**src/design/decade_pkg.sv**
```systemverilog
// shared constants and types for the ripple decade counter
package decade_pkg;

    // width of the divide-by-five section
    localparam int QUINT_W = 3;

    // last state of the divide-by-five section before it wraps
    localparam logic [QUINT_W-1:0] QUINT_LAST = 3'h4;
    // step added to the divide-by-five section on each count
    localparam logic [QUINT_W-1:0] QUINT_STEP = 3'h1;
    // divide-by-five section value after clear and after reset
    localparam logic [QUINT_W-1:0] QUINT_ZERO = 3'h0;
    // divide-by-five part of the preset value nine (high set only)
    localparam logic [QUINT_W-1:0] QUINT_NINE = 3'h4;

    // divide-by-two stage value after clear and after reset
    localparam logic HALVE_ZERO = 1'h0;
    // divide-by-two part of the preset value nine
    localparam logic HALVE_NINE = 1'h1;
    // sampled count input level after reset (no false first edge)
    localparam logic PREV_RESET = 1'h0;

    // four stored stages: divide-by-five bits over the halve bit
    typedef struct packed {
        logic [QUINT_W-1:0] quint; // high, mid, low
        logic halve;               // divide-by-two stage
    } count_t;

    // whole counter value after reset or clear
    localparam count_t COUNT_ZERO = '{quint: QUINT_ZERO, halve: HALVE_ZERO};
    // whole counter value after preset (weight 8 and 1)
    localparam count_t COUNT_NINE = '{quint: QUINT_NINE, halve: HALVE_NINE};

endpackage : decade_pkg

```
**src/design/ripple_decade_counter.sv**
```systemverilog
// ripple decade counter: divide-by-two stage plus divide-by-five section
//
// Functional notes
// - four stages: one halver, one divide-by-five section
// - each section counts on its input's falling edge
// - halver output not wired inside to quint section
// - both clears high, no preset: all outputs low
// - both presets high: load nine, overriding clears and counting
// - bcd: halve output wired to quint count input
// - bcd count follows 8421 binary codes
// - bi-quinary: high bit drives halve input externally
// - unwired: halver divides by two alone
`timescale 1ns/10ps

module ripple_decade_counter
    import decade_pkg::*;
(
    // clock, reset and enable
    input wire logic mclk,
    input wire logic arst_n,
    input wire logic count_enable,
    // count inputs, active on falling edge
    input wire logic halve_count_in,
    input wire logic quint_count_in,
    // gated clear and preset-to-nine levels
    input wire logic clear_in_a,
    input wire logic clear_in_b,
    input wire logic preset_nine_a,
    input wire logic preset_nine_b,
    // counter outputs
    output logic halve_out,
    output logic quint_bit_low,
    output logic quint_bit_mid,
    output logic quint_bit_high
);

    count_t count_ff;          // the four stored stages
    count_t nxt_count;         // next value of the stages
    logic halve_prev_ff;       // last sampled halve count input
    logic quint_prev_ff;       // last sampled quint count input
    logic nxt_halve_prev;      // next halve input sample
    logic nxt_quint_prev;      // next quint input sample
    logic halve_fall;          // falling edge seen on halve input
    logic quint_fall;          // falling edge seen on quint input
    logic preset_on;           // both preset inputs high
    logic clear_on;            // both clears high and no preset
    logic force_on;            // any override of counting

    // edge detection: a high sample followed by a low one
    assign halve_fall = halve_prev_ff & ~halve_count_in;
    assign quint_fall = quint_prev_ff & ~quint_count_in;

    // gated overrides; preset beats clear
    assign preset_on = preset_nine_a & preset_nine_b;
    assign clear_on = clear_in_a & clear_in_b & ~preset_on;
    assign force_on = preset_on | clear_on;

    // next state of the stages and the input samples
    always_comb begin
        nxt_count = count_ff;
        nxt_halve_prev = halve_count_in;
        nxt_quint_prev = quint_count_in;
        if (preset_on) begin
            // load nine, ignoring count and clear inputs
            nxt_count = COUNT_NINE;
        end else if (clear_on) begin
            // force every stage low at once
            nxt_count = COUNT_ZERO;
        end else begin
            // halver toggles on its own input only
            if (halve_fall) begin
                nxt_count.halve = ~count_ff.halve;
            end
            // quint section steps on its own input only
            if (quint_fall) begin
                if (count_ff.quint >= QUINT_LAST) begin
                    // wrap after four; bcd nine goes to zero here
                    nxt_count.quint = QUINT_ZERO;
                end else begin
                    // binary step gives 8421 weights in bcd wiring
                    nxt_count.quint =
                        QUINT_W'(count_ff.quint + QUINT_STEP);
                end
            end
        end
    end

    // registers; all state frozen while the enable is low
    always_ff @(posedge mclk or negedge arst_n) begin
        if (!arst_n) begin
            count_ff <= COUNT_ZERO;
            halve_prev_ff <= PREV_RESET;
            quint_prev_ff <= PREV_RESET;
        end else if (count_enable) begin
            count_ff <= nxt_count;
            halve_prev_ff <= nxt_halve_prev;
            quint_prev_ff <= nxt_quint_prev;
        end
    end

    // outputs straight from the stages; no internal ripple link
    assign halve_out = count_ff.halve;
    assign quint_bit_low = count_ff.quint[0];
    assign quint_bit_mid = count_ff.quint[1];
    assign quint_bit_high = count_ff.quint[2];

    // preset loads nine on the next edge
    property p_preset_nine;
        @(posedge mclk) disable iff (!arst_n)
        (count_enable && preset_on) |=> (count_ff == COUNT_NINE);
    endproperty
    a_preset_nine: assert property (p_preset_nine)
        else $error("preset did not load nine");

    // clear without preset zeroes all outputs
    property p_clear_zero;
        @(posedge mclk) disable iff (!arst_n)
        (count_enable && clear_in_a && clear_in_b && !preset_on)
            |=> (!halve_out && !quint_bit_low && !quint_bit_mid
                 && !quint_bit_high);
    endproperty
    a_clear_zero: assert property (p_clear_zero)
        else $error("clear did not zero the outputs");

    // halver keeps its value without a falling edge
    property p_halve_hold;
        @(posedge mclk) disable iff (!arst_n)
        (!force_on && !halve_fall) |=> $stable(halve_out);
    endproperty
    a_halve_hold: assert property (p_halve_hold)
        else $error("halver changed without a falling edge");

    // halver toggles after a falling edge of its input
    property p_halve_toggle;
        @(posedge mclk) disable iff (!arst_n)
        (count_enable && !force_on && !halve_prev_ff ##1
         halve_count_in && count_enable ##1
         !halve_count_in && !force_on && count_enable)
            |=> (halve_out != $past(halve_out));
    endproperty
    a_halve_toggle: assert property (p_halve_toggle)
        else $error("halver did not toggle on falling edge");

    // quint section ignores halver edges
    property p_quint_indep;
        @(posedge mclk) disable iff (!arst_n)
        (!force_on && halve_fall && !quint_fall)
            |=> $stable(count_ff.quint);
    endproperty
    a_quint_indep: assert property (p_quint_indep)
        else $error("quint section moved on a halver edge");

    // quint section wraps from four to zero
    property p_quint_wrap;
        @(posedge mclk) disable iff (!arst_n)
        (count_enable && !force_on && quint_fall
         && count_ff.quint == QUINT_LAST) |=> (count_ff.quint == QUINT_ZERO);
    endproperty
    a_quint_wrap: assert property (p_quint_wrap)
        else $error("quint section did not wrap after four");

    // quint section steps by one below four
    property p_quint_step;
        @(posedge mclk) disable iff (!arst_n)
        (count_enable && !force_on && quint_fall
         && count_ff.quint < QUINT_LAST)
            |=> (count_ff.quint == $past(count_ff.quint) + QUINT_STEP);
    endproperty
    a_quint_step: assert property (p_quint_step)
        else $error("quint section did not step by one");

    // quint section never leaves its five states
    property p_quint_range;
        @(posedge mclk) disable iff (!arst_n)
        count_ff.quint <= QUINT_LAST;
    endproperty
    a_quint_range: assert property (p_quint_range)
        else $error("quint section left its five states");

    // frozen enable holds every stage
    property p_enable_freeze;
        @(posedge mclk) disable iff (!arst_n)
        !count_enable |=> $stable(count_ff);
    endproperty
    a_enable_freeze: assert property (p_enable_freeze)
        else $error("stages changed while enable was low");

    // halver output moves only on its own fall or a force
    property p_halve_cause;
        @(posedge mclk) disable iff (!arst_n)
        $changed(halve_out)
            |-> (($past(halve_fall) || $past(force_on)) && $past(count_enable));
    endproperty
    a_halve_cause: assert property (p_halve_cause)
        else $error("halver moved without a cause");

    // halver output falls every second count, the bcd quint clock
    property p_halve_carry;
        @(posedge mclk) disable iff (!arst_n)
        (count_enable && !force_on && halve_fall && halve_out)
            |=> $fell(halve_out);
    endproperty
    a_halve_carry: assert property (p_halve_carry)
        else $error("halver output did not fall on its carry");

    // wrap of the quint section drops the high bit, the bi-quinary clock
    property p_quint_carry;
        @(posedge mclk) disable iff (!arst_n)
        (count_enable && !force_on && quint_fall
         && count_ff.quint == QUINT_LAST) |=> $fell(quint_bit_high);
    endproperty
    a_quint_carry: assert property (p_quint_carry)
        else $error("high bit did not fall on the quint wrap");

    // quint section keeps its value without a falling edge
    property p_quint_hold;
        @(posedge mclk) disable iff (!arst_n)
        (!force_on && !quint_fall) |=> $stable(count_ff.quint);
    endproperty
    a_quint_hold: assert property (p_quint_hold)
        else $error("quint section changed without a falling edge");

endmodule : ripple_decade_counter

```
**config.mk**
```make
export PLATFORM = sky130hd
export DESIGN_NAME = ripple_decade_counter
export DESIGN_NICKNAME = d
export VERILOG_FILES = /design/src/design/decade_pkg.sv /design/src/design/ripple_decade_counter.sv
export SDC_FILE = /design/constraint.sdc
export NUM_CORES = 1
export LEC_CHECK = 0
export BUFFER_PORTS_ARGS = -buffer_cell sky130_fd_sc_hd__buf_2
export CORE_AREA = 2 2 39 41
export CTS_CLUSTER_DIAMETER = 60
export DETAILED_ROUTE_END_ITERATION = 6
export DIE_AREA = 0 0 41 43
export PLACE_DENSITY = 0.47
export SYNTH_ARGS = -nofsm -noshare
export SYNTH_HDL_FRONTEND = slang
export SYNTH_SLANG_ARGS = --single-unit
```
**constraint.sdc**
```tcl
create_clock -name mclk -period 1.65 [get_ports mclk]
set_clock_uncertainty 0.1 [all_clocks]
set_input_delay 0.165 -clock mclk [delete_from_list [all_inputs] [get_ports mclk]]
set_output_delay 0.165 -clock mclk [all_outputs]
set_load 0.005 [all_outputs]
```
* Word level (Yosys, flattened, before mapping) *
Index checks and enable logic that the tools add are counted.

word-level totals
  bits in registers = 6
  latch bits = 0
  RAM bits = 0
  memory bits (read-only) = 0
  input bits = 9
  output and inout bits = 4
  word-level logic and storage cells = 24
  memories = 0

cells by class
  add/subtract/negate cells = 1
  multiply operators = 0
  div/mod/pow operators = 0
  order comparisons = 1
  eq/ne operators = 0
  shift operators = 0
  multiplexer cells = 5
  bitwise operators = 9
  reductions and logical operators = 4

operator list
  kind                                                       count
  2-to-1 mux 4 bit                                           2
  2-to-1 mux 3 bit                                           2
  nonzero test 3 bit                                         2
  AND 1 bit                                                  5
  inverter 1 bit                                             4
  AND reduction 2 bit                                        2
  adder 3 x 1 -> 3 bit (second input constant)               1
  greater-or-equal comparator 3 bit (second input constant)  1
  2-to-1 mux 1 bit                                           1

* Logic depth before layout (Yosys ltp) *
Gate-level depths: netlist of run 1.

  depth in word-level cells = 5
  depth in mapped cells = 4
  depth with buffers taken out = 3

* Worst setup path before layout of run 1 *
Ideal clock, no wire load.

  kind = register to register
  from = register count_ff (netlist bit quint_bit_low)
  to = register count_ff (netlist bit quint_bit_high)
  library setup time = 0.131 ns
  arrival time = 0.973 ns
  data required time = 1.419 ns
  setup slack = 0.445 ns
  cell stages (with the launch flop) = 4
  clock period less this slack = 1.205 ns
  cell sequence = dfrtp_1 > ha_1 > nand4_1 > or3b_1

between the ends
  word-level cells in the longest chain between the ends = 5

RTL lines
  what                                                                              RTL line                                                  source
  start: declaration                                                                ripple_decade_counter.sv:37                               count_t count_ff;
  start signal: assignment                                                          ripple_decade_counter.sv:95                               count_ff <= nxt_count;
  adder 3 x 1 -> 3 bit / greater-or-equal comparator 3 bit (equally long branches)  ripple_decade_counter.sv:82, ripple_decade_counter.sv:76
  2-to-1 mux 3 bit (*)                                                              ripple_decade_counter.sv:76                               if (count_ff.quint >= QUINT_LAST) begin
  2-to-1 mux 3 bit (*)                                                              ripple_decade_counter.sv:75                               if (quint_fall) begin
  2-to-1 mux 4 bit (*)                                                              ripple_decade_counter.sv:66                               end else if (clear_on) begin
  2-to-1 mux 4 bit (*)                                                              ripple_decade_counter.sv:63                               if (preset_on) begin

Mark *: on every way between the ends. The rest lies on a longest branch, timed or not. The select of a mux whose other input is x is not followed.
A chain may end at the register's enable or synchronous reset.

* Worst setup path in the final report of run 1 *
Ends and elaborated chain as after synthesis.

==> flow_summary.yaml, run 1 <==
timing:
  finalSetupViolations: 0
  maxClockFrequency_ghz: 0.818
  slew_headroom_pct: 82.2
  grt_setup_unrepaired: "false"
  post_route_minimum_period_ps: 1220
  worstMarginPinSlew_ps: 264
  report.final.hold_viol_count: 0
  whs_ps: 81.6
  final-max-slew-violation-count: 0
  fin_setup_tns_ps: 0
  final_critical_path_share_of_the_clock_period_pct: 74.1
cells_and_area:
  insertedDiodeCount: 0
  sequential_standard_cell_area_um2: 150
  multi_input_comb_area_um2: 173
  layout-drive-gt1-share_pct: 38.8
  areaGrowthSynthToFinish_pct: 31.4
  finish.cell_count_without_fillers: 65
  finish.net_count: 62
  fillers: 157
worst_setup_path:
  worst_r2r_path_depth: 3
  worstPathMaxFanout: 4
  worst_setup_path_end_kind: "flop"
  cp.depth: 3
  timing.critical_path.buf_inv: 0
  cp_cell_sequence: "ha_1 > nand4_1 > or3b_1"
  critical_path.slowest_cell: "sky130_fd_sc_hd__dfrtp_1"
  worstSetupStartpoint: "quint_bit_low"
  timing.critical_path.to: "quint_bit_high"
  timing.critical_path.from_type: "flop"
  end_of_the_worst_register_to_register_path: "quint_bit_high"
  timing.critical_path.arrival_ps: 1240
  critPathMaxStageDelay_ps: 400
  cpLargestDelayFamily: "flip-flops"
  path_class: "flop to flop"
  timing.rr.start: "quint_bit_low"
  worst-endpoint-required_ps: 1670
  setup.reg_to_reg.worst_slack_ps: 430
synth:
  ys_seq_elements: 6
  ys_top_cells_by_area: "sky130_fd_sc_hd__dfrtp_1, sky130_fd_sc_hd__ha_1, sky130_fd_sc_hd__mux2_2"
  synthesis.instances: 34
  synth.top_cells.by_count: "sky130_fd_sc_hd__dfrtp_1, sky130_fd_sc_hd__inv_1, sky130_fd_sc_hd__o21ai_0"
  yosys.area.top_type: "sky130_fd_sc_hd__dfrtp_1"
  synth-edff-count: 0
  postSynthNetCount: 45
  synthDistinctLibCells: 19
  ys_async_sr_fraction_pct: 100
  synth.yosys.warnings: 0
  synth_seq_area_share_pct: 43.8
  syn_area_per_cell_um2: 10.1
  netlist_area_before_placement_um2: 343
  ys.flop_type: "sky130_fd_sc_hd__dfrtp_1"
  yosysTopAreaCellShare_pct: 43.8
  post-synth-top-count-cell: "sky130_fd_sc_hd__dfrtp_1"
power_and_ir_drop:
  peakVddDrop_v: 0.000258
  cell_internal_pwr_mw: 0.289
  clockPowerShare_pct: 35.3
  power.density_nw_per_um2: 875
  p_sw_mw: 0.105
  p_leak_nw: 0.227
  seq_power_share_pct: 44.8
  power.share.combinational_pct: 20.0
  power.switching_fraction_pct: 26.7
placed_design:
  numPlacedInstances: 61
  portBuffers: 12
  place.gp.congestion: 0.630
  place.detailed.hpwl_um: 556
die:
  die_width_um: 41
  fp.dieArea_um2: 1760
  floorplan.die.height_um: 43
  rows: 14
  coreArea_um2: 1380
  initial_standard_cell_utilization_of_the_core_pct: 24.8
  boundaryPins: 13
clocking:
  clockBufferDepth: 2
  clk_root_buffer_cell: "sky130_fd_sc_hd__clkbuf_4"
  tritoncts_num_sinks: 6
  post_cts_resize_count: 0
  clkLatencyLatePin_ps: 240
  tritoncts_clock_tree: "done"
  holdBufCountCts: 1
  post_cts_buffers: 0
  numCtsBuffers: 3
  cts-htree-levels: 1
  clk_pin_slew_worst_paths_ps: 50
global_route:
  grt_max_degree: 11
  overflow: 0
  grt_pass1_wl_mm: 1.14
  global_route.usage.total_pct: 10.4
  vias_in_the_first_global_route: 268
  grt_antenna_before_repair: 0
route:
  drtPass1Iterations: 3
  detail-route-antenna-nets: 0
  wire_per_inst_um: 10.8
  wirelength_um: 699
  initialDrtViolationCount: 2
  drc_errors: 0
  routed-via-count: 298
  vias_per_cell: 4.58
run_status:
  status: "complete, no violations"
run:
  cap_viol_max_count: 0
worst_hold_path:
  min-delay-path-class: "primary input to flop"
  hold_start: "halve_count_in"
[sequential cells by signal, summed over array words and instances, names as in the netlist]
signal and cells:
halve_out 1, quint_bit_high 1, quint_bit_low 1, quint_bit_mid 1, halve_prev_ff 1, quint_prev_ff 1
[cell usage in the layout (no fill, tap or decap), types with 2 or more instances in the layout]
| cell | synthesis | routed |
|---|---|---|
| sky130_fd_sc_hd__dfrtp_1 | 6 | 6 |
| sky130_fd_sc_hd__o21ai_0 | 4 | 4 |
| sky130_fd_sc_hd__mux2_2 | 2 | 2 |
| sky130_fd_sc_hd__clkbuf_4 | 0 | 3 |
| sky130_fd_sc_hd__nand2_1 | 2 | 2 |
| sky130_fd_sc_hd__ha_1 | 2 | 2 |
| sky130_fd_sc_hd__a22o_1 | 2 | 2 |
| sky130_fd_sc_hd__inv_1 | 4 | 4 |
| sky130_fd_sc_hd__buf_2 | 1 | 12 |
[logic make-up after synthesis]
family          synth area share (%)
fa+ha+maj                       7.30
simple gates                    18.6
compound gates                  17.9
buf+inv                         5.84
flops                           43.8
mux                             6.57
[worst register-to-register path: cells and delay by family (launching register included)]
| family | cells | cell delay, ps |
|---|---|---|
| adders and majority gates | 1 | 210 |
| DFF | 1 | 400 |
| and+or+nand+nor | 2 | 390 |
[final cells by class]
type	count	area share [%]
Multi-Input combinational cell	23	38.3
Sequential cell	6	33.3
Timing Repair Buffer	13	15.6
Clock buffer	3	5.00
Tap cell	16	4.44
Inverter	4	3.33
[worst min-delay path by stage]
stage | end | cells after the start
after floorplan | halve_out | 0
after global placement | quint_bit_mid | 1
after detailed placement | quint_bit_mid | 1
after CTS | halve_prev_ff | 3
after global routing | quint_prev_ff | 2
final | halve_prev_ff | 3
[routing by layer]
layer	share of wire, %	GRT usage [%]
met1	54	14.0
met5	0	0
met3	5.6	6.28
met2	40	11.3
met4	0	8.00
[per-stage QoR]
step | total power [mW] | area, um2 | worst slack [ps] | utilization [%]
floorplan | 0.221 | 343 | 445 | -
global placement | 0.258 | 418 | 413 | 30.2
detailed placement | 0.257 | 418 | 424 | 30.2
CTS | 0.405 | 450 | 419 | 32.5
global route | 0.423 | 450 | 390 | 32.5
finish | 0.394 | 450 | 427 | 32.5
[power by group through the flow]
stage / Clock, mW / Sequential [mW] / Combinational (mW)
CTS: 0.147 / 0.177 / 0.0803
floorplan: 0 / 0.179 / 0.0416
detailed placement: 0 / 0.179 / 0.0781
global route: 0.154 / 0.179 / 0.0893
global placement: 0 / 0.179 / 0.0792
finish: 0.139 / 0.176 / 0.0787
Note: power is estimated with default switching activity, not from simulation.
==> run 2, diff against run 1 <==
==> constraint.sdc (replaced) <==
create_clock -name mclk -period 1.2 [get_ports mclk]
set_clock_uncertainty 0.1 [all_clocks]
set_input_delay 0.12 -clock mclk [delete_from_list [all_inputs] [get_ports mclk]]
set_output_delay 0.12 -clock mclk [all_outputs]
set_load 0.005 [all_outputs]
==> flow_summary.yaml, run 2 (synthesis results as in run 1) <==
run_status:
  status: "complete, but fails checks"
  violations: "setup timing"
clocking:
  tritoncts_num_sinks: 6
  clk_pin_slew_worst_paths_ps: 50
  clockBufferDepth: 2
  post_cts_buffers: 0
  clk_root_buffer_cell: "sky130_fd_sc_hd__clkbuf_4"
  clkLatencyLatePin_ps: 240
  cts-htree-levels: 1
  numCtsBuffers: 3
  tritoncts_clock_tree: "done"
power_and_ir_drop:
  total_power_mw: 0.551
  peakVddDrop_v: 0.000474
  power.density_nw_per_um2: 1160
  p_leak_nw: 0.240
timing:
  report.final.hold_viol_count: 0
  fin_setup_tns_ps: -0.969
  finalSetupViolations: 1
  maxClockFrequency_ghz: 0.833
  final_critical_path_share_of_the_clock_period_pct: 100
  slew_headroom_pct: 81.2
  whs_ps: 24.1
  post_route_minimum_period_ps: 1200
  fin_ws_ps: -0.969
  final-max-slew-violation-count: 0
  worstMarginPinSlew_ps: 278
  grt_setup_unrepaired: "true"
global_route:
  m3_gr_usage_pct: 3.14
  overflow: 0
  grt_pass1_wl_mm: 1.16
  vias_in_the_first_global_route: 273
  gr_peak_layer: "met1"
  grt_use_met1_pct: 15.3
  grt_antenna_before_repair: 0
  global_route.usage.total_pct: 10.2
  grt_max_degree: 11
  grt_use_met2_pct: 11.3
worst_hold_path:
  hold_start: "halve_count_in"
  min-delay-path-class: "primary input to flop"
  min_delay_path_depth: 3
  hold_end: "halve_prev_ff"
worst_setup_path:
  timing.rr.start: "quint_bit_mid"
  path_class: "flop to flop"
  setup.reg_to_reg.worst_slack_ps: -1
  worst_r2r_path_depth: 3
  worstPathMaxFanout: 3
  end_of_the_worst_register_to_register_path: "quint_bit_high"
  worst_setup_path_end_kind: "flop"
  worst-endpoint-required_ps: 1220
  timing.critical_path.arrival_ps: 1220
  timing.critical_path.from_type: "flop"
  worstSetupStartpoint: "quint_bit_mid"
die:
  die_width_um: 41
  boundaryPins: 13
  rows: 14
  floorplan.die.height_um: 43
  initial_standard_cell_utilization_of_the_core_pct: 24.8
  fp.dieArea_um2: 1760
  coreArea_um2: 1380
cells_and_area:
  areaGrowthSynthToFinish_pct: 39.1
  final_common_cell: "sky130_fd_sc_hd__buf_2"
  finish.net_count: 64
  insertedDiodeCount: 0
  mostFrequentLayoutCells: "sky130_fd_sc_hd__buf_2, sky130_fd_sc_hd__dfrtp_1, sky130_fd_sc_hd__inv_1, sky130_fd_sc_hd__o21ai_0, sky130_fd_sc_hd__clkbuf_4"
  multi_input_comb_area_um2: 184
  sequential_standard_cell_area_um2: 150
  stdcell_area_um2: 477
  layout-drive-gt1-share_pct: 43.1
  fillers: 154
route:
  initialDrtViolationCount: 7
  drc_errors: 0
  vias_per_cell: 4.39
  routed-via-count: 294
  wire_per_inst_um: 10.4
  wirelength_um: 697
  drtPass1Iterations: 4
  detail-route-antenna-nets: 0
placed_design:
  portBuffers: 12
  cell_area_after_placement_um2: 435
  place.gp.congestion: 0.714
run:
  cap_viol_max_count: 0
[run 2: area by class of cell]
cell class / count / share of cell area, %
Tap cell: 16 / 4.20
Timing Repair Buffer: 15 / 17.8
Sequential cell: 6 / 31.5
Multi-Input combinational cell: 23 / 38.6
Inverter: 4 / 3.15
Clock buffer: 3 / 4.72
[run 2: worst max-delay path by stage]
stage                                 to  depth (start not counted)  slack (ps)
final                     quint_bit_high                          3          -1
after global routing      quint_bit_high                          3         -50
after CTS                 quint_bit_high                          3          -7
after detailed placement   quint_bit_low                          3          -8
after global placement    quint_bit_high                          3          -5
after floorplan           quint_bit_high                          3          10
[run 2: repair_timing]
action	4_1_cts	5_1_grt
resized for setup	0	2
hold buffers	1	0
hold endpoints to repair	6	0
pin swaps	2	1
setup endpoints to repair	3	3
[run 2: stage by stage]
stage / cells / worst slack [ps] / utilization [%]
2_1_floorplan: 34 / 12.5 / -
3_3_place_gp: 63 / -4.84 / 31.5
3_5_place_dp: 63 / -7.64 / 31.5
4_1_cts: 67 / -7.49 / 33.8
5_1_grt: 67 / -46.7 / 34.4
6_report: 67 / -0.969 / 34.4
[run 2: worst max-delay path, stage by stage (launching register included)]
cell                      delay [ps]
sky130_fd_sc_hd__dfrtp_1         390
sky130_fd_sc_hd__ha_2            190
sky130_fd_sc_hd__nand4_1          60
sky130_fd_sc_hd__or3b_1          340
[run 2: where the power goes]
| group | switching, mW | total (mW) | leakage (nW) | internal, mW |
|---|---|---|---|---|
| Clock | 0.0751 | 0.188 | 0.0138 | 0.113 |
| Sequential | 0.0154 | 0.242 | 0.0743 | 0.227 |
| Combinational | 0.0538 | 0.121 | 0.152 | 0.0670 |
[run 2: per-layer routing]
| layer | up-vias | share of wire, % |
|---|---|---|
| li1 | 155 | - |
| met1 | 131 | 52 |
| met2 | 8 | 41 |
| met3 | 0 | 7.2 |
| met4 | 0 | 0 |
| met5 | - | 0 |
==> run 3, diff against run 2 <==
--- a/config.mk
+++ b/config.mk
@@ -5,12 +5,13 @@
 export SDC_FILE = /design/constraint.sdc
 export NUM_CORES = 1
 export LEC_CHECK = 0
+export ABC_AREA = 1
 export BUFFER_PORTS_ARGS = -buffer_cell sky130_fd_sc_hd__buf_2
 export CORE_AREA = 2 2 39 41
 export CTS_CLUSTER_DIAMETER = 60
 export DETAILED_ROUTE_END_ITERATION = 6
 export DIE_AREA = 0 0 41 43
-export PLACE_DENSITY = 0.47
+export PLACE_DENSITY = 0.48
 export SYNTH_ARGS = -nofsm -noshare
 export SYNTH_HDL_FRONTEND = slang
 export SYNTH_SLANG_ARGS = --single-unit
==> flow_summary.yaml, run 3 <==
worst_hold_path:
  hold_start: "halve_count_in"
  min-delay-path-class: "primary input to flop"
  hold_end: "halve_prev_ff"
  min_delay_path_depth: 3
cells_and_area:
  mostFrequentLayoutCells: "sky130_fd_sc_hd__nand2_1, sky130_fd_sc_hd__buf_2, sky130_fd_sc_hd__inv_1, sky130_fd_sc_hd__dfrtp_1, sky130_fd_sc_hd__nand3_1"
  multi_input_comb_area_um2: 181
  areaGrowthSynthToFinish_pct: 36.2
  layout-drive-gt1-share_pct: 35.5
  final_common_cell: "sky130_fd_sc_hd__nand2_1"
  fillers: 157
  finish.net_count: 75
  sequential_standard_cell_area_um2: 150
  insertedDiodeCount: 0
timing:
  finalSetupViolations: 0
  grt_setup_unrepaired: "false"
  worstMarginPinSlew_ps: 158
  report.final.hold_viol_count: 0
  final_critical_path_share_of_the_clock_period_pct: 94.1
  final-max-slew-violation-count: 0
  post_route_minimum_period_ps: 1130
  fin_setup_tns_ps: 0
  slew_headroom_pct: 89.3
  maxClockFrequency_ghz: 0.885
  whs_ps: 31.8
global_route:
  vias_in_the_first_global_route: 281
  overflow: 0
  global_route.usage.total_pct: 9.78
  grt_antenna_before_repair: 0
  grt_max_degree: 7
  grt_pass1_wl_mm: 1.10
die:
  initial_standard_cell_utilization_of_the_core_pct: 25.0
  fp.dieArea_um2: 1760
  rows: 14
  floorplan.die.height_um: 43
  boundaryPins: 13
  coreArea_um2: 1380
  die_width_um: 41
worst_setup_path:
  end_of_the_worst_register_to_register_path: "quint_bit_mid"
  critical_path.slowest_cell: "sky130_fd_sc_hd__dfrtp_1"
  timing.critical_path.arrival_ps: 1220
  worst-endpoint-required_ps: 1290
  path_class: "flop to flop"
  critPathMaxStageDelay_ps: 380
  crit_path_frequent_cell: "sky130_fd_sc_hd__nand2_1"
  worst_r2r_path_depth: 6
  cpLargestDelayFamily: "flip-flops"
  setup.reg_to_reg.worst_slack_ps: 70
  timing.critical_path.buf_inv: 1
  cp_cell_sequence: "inv_1 > ha_4 > nand2_1 > nor2_1 > nand2_1 > nand2_1"
  timing.rr.start: "quint_bit_mid"
  worst_setup_path_end_kind: "flop"
  worstPathMaxFanout: 4
  timing.critical_path.from_type: "flop"
route:
  drtPass1Iterations: 4
  drc_errors: 0
  routed-via-count: 321
  wire_per_inst_um: 8.96
  initialDrtViolationCount: 2
  detail-route-antenna-nets: 0
  vias_per_cell: 4.12
  wirelength_um: 699
synth:
  post-synth-top-count-cell: "sky130_fd_sc_hd__nand2_1"
  synth_seq_area_share_pct: 43.5
  synth.yosys.warnings: 0
  synthDistinctLibCells: 10
  ys_top_cells_by_area: "sky130_fd_sc_hd__dfrtp_1, sky130_fd_sc_hd__nand2_1, sky130_fd_sc_hd__inv_1"
  yosysTopAreaCellShare_pct: 43.5
  ys.flop_type: "sky130_fd_sc_hd__dfrtp_1"
  ys_async_sr_fraction_pct: 100
  ys_seq_elements: 6
  synth-edff-count: 0
  postSynthNetCount: 57
  synthesis.instances: 46
  synth.top_cells.by_count: "sky130_fd_sc_hd__nand2_1, sky130_fd_sc_hd__inv_1, sky130_fd_sc_hd__dfrtp_1"
  syn_area_per_cell_um2: 7.51
  netlist_area_before_placement_um2: 345
  yosys.area.top_type: "sky130_fd_sc_hd__dfrtp_1"
clocking:
  clkLatencyLatePin_ps: 240
  post_cts_buffers: 0
  clk_root_buffer_cell: "sky130_fd_sc_hd__clkbuf_4"
  cts-htree-levels: 1
  tritoncts_clock_tree: "done"
  tritoncts_num_sinks: 6
  numCtsBuffers: 3
  clk_pin_slew_worst_paths_ps: 50
  clockBufferDepth: 2
power_and_ir_drop:
  peakVddDrop_v: 0.000423
  p_leak_nw: 0.271
  power.density_nw_per_um2: 1390
placed_design:
  portBuffers: 12
  place.gp.congestion: 0.624
  place.detailed.hpwl_um: 548
run_status:
  status: "complete, no violations"
run:
  cap_viol_max_count: 0
run 3: cell types whose count changed in the layout (fill, tap and decap cells not counted), moves of 2 or more:
cell,before,now
sky130_fd_sc_hd__a22o_1,2,0
sky130_fd_sc_hd__buf_4,2,0
sky130_fd_sc_hd__inv_1,4,6
sky130_fd_sc_hd__nand2_1,2,15
sky130_fd_sc_hd__nand2_2,0,4
sky130_fd_sc_hd__nand3_1,1,5
sky130_fd_sc_hd__nor2_1,0,2
sky130_fd_sc_hd__o21ai_0,4,2
sky130_fd_sc_hd__o21ai_1,0,2
run 3: cell families after synthesis:
group / Yosys count / share of synthesized area (%)
AOI/OAI and AO/OA: 4 / 5.80
adders and majority gates: 2 / 7.25
buffers and inverters: 7 / 7.61
DFF: 6 / 43.5
and+or+nand+nor: 27 / 35.9
run 3: worst max path at each step:
stage / from / end / slack, ps / depth (start not counted)
after global placement: quint_bit_low / quint_bit_mid / 60 / 6
after CTS: quint_bit_low / quint_bit_mid / 50 / 6
after floorplan: quint_bit_low / quint_bit_mid / 90 / 6
after detailed placement: quint_bit_low / quint_bit_mid / 60 / 6
final: quint_bit_mid / quint_bit_mid / 70 / 6
after global routing: quint_bit_mid / quint_bit_mid / 1 / 6
run 3: layer usage:
layer | track usage (%) | wire, um | vias up
met3 | 3.14 | 52 | 2
met5 | 0 | 0 | -
met1 | 11.4 | 302 | 132
met4 | 10.0 | 15 | 0
met2 | 12.8 | 328 | 12
li1 | - | - | 175
run 3: cell type report:
cell class,instances,area share (%)
timing repair buffer,13,14.9
inverter,7,5.59
tap,16,4.26
multi-input combinational,33,38.6
sequential,6,31.9
clock buffer,3,4.79
run 3: power breakdown:
group | internal, mW | switching (mW)
registers | 0.243 | 0.0351
clock network | 0.113 | 0.0740
logic | 0.0860 | 0.101
total | 0.442 | 0.210
run 3: per-stage QoR:
stage	instances	instance area, um2	setup slack, ps	utilization [%]	power [mW]
finish	78	470	70.7	34.0	0.652
global route	78	470	0.980	34.0	0.720
CTS	78	458	49.8	33.1	0.650
detailed placement	74	425	56.3	30.7	0.453
global placement	74	425	55.0	30.7	0.451
floorplan	46	345	87.4	-	0.380
run 3: tightest hold or removal path: stages:
cell and delay [ps]:
sky130_fd_sc_hd__buf_2 90, sky130_fd_sc_hd__inv_1 60, sky130_fd_sc_hd__o21ai_1 60
run 3: repair_timing:
action / in CTS / in global routing
resized for setup: 0 / 2
hold buffers: 1 / 0
endpoints found under the setup margin: 0 / 1
hold endpoints to repair: 6 / 0
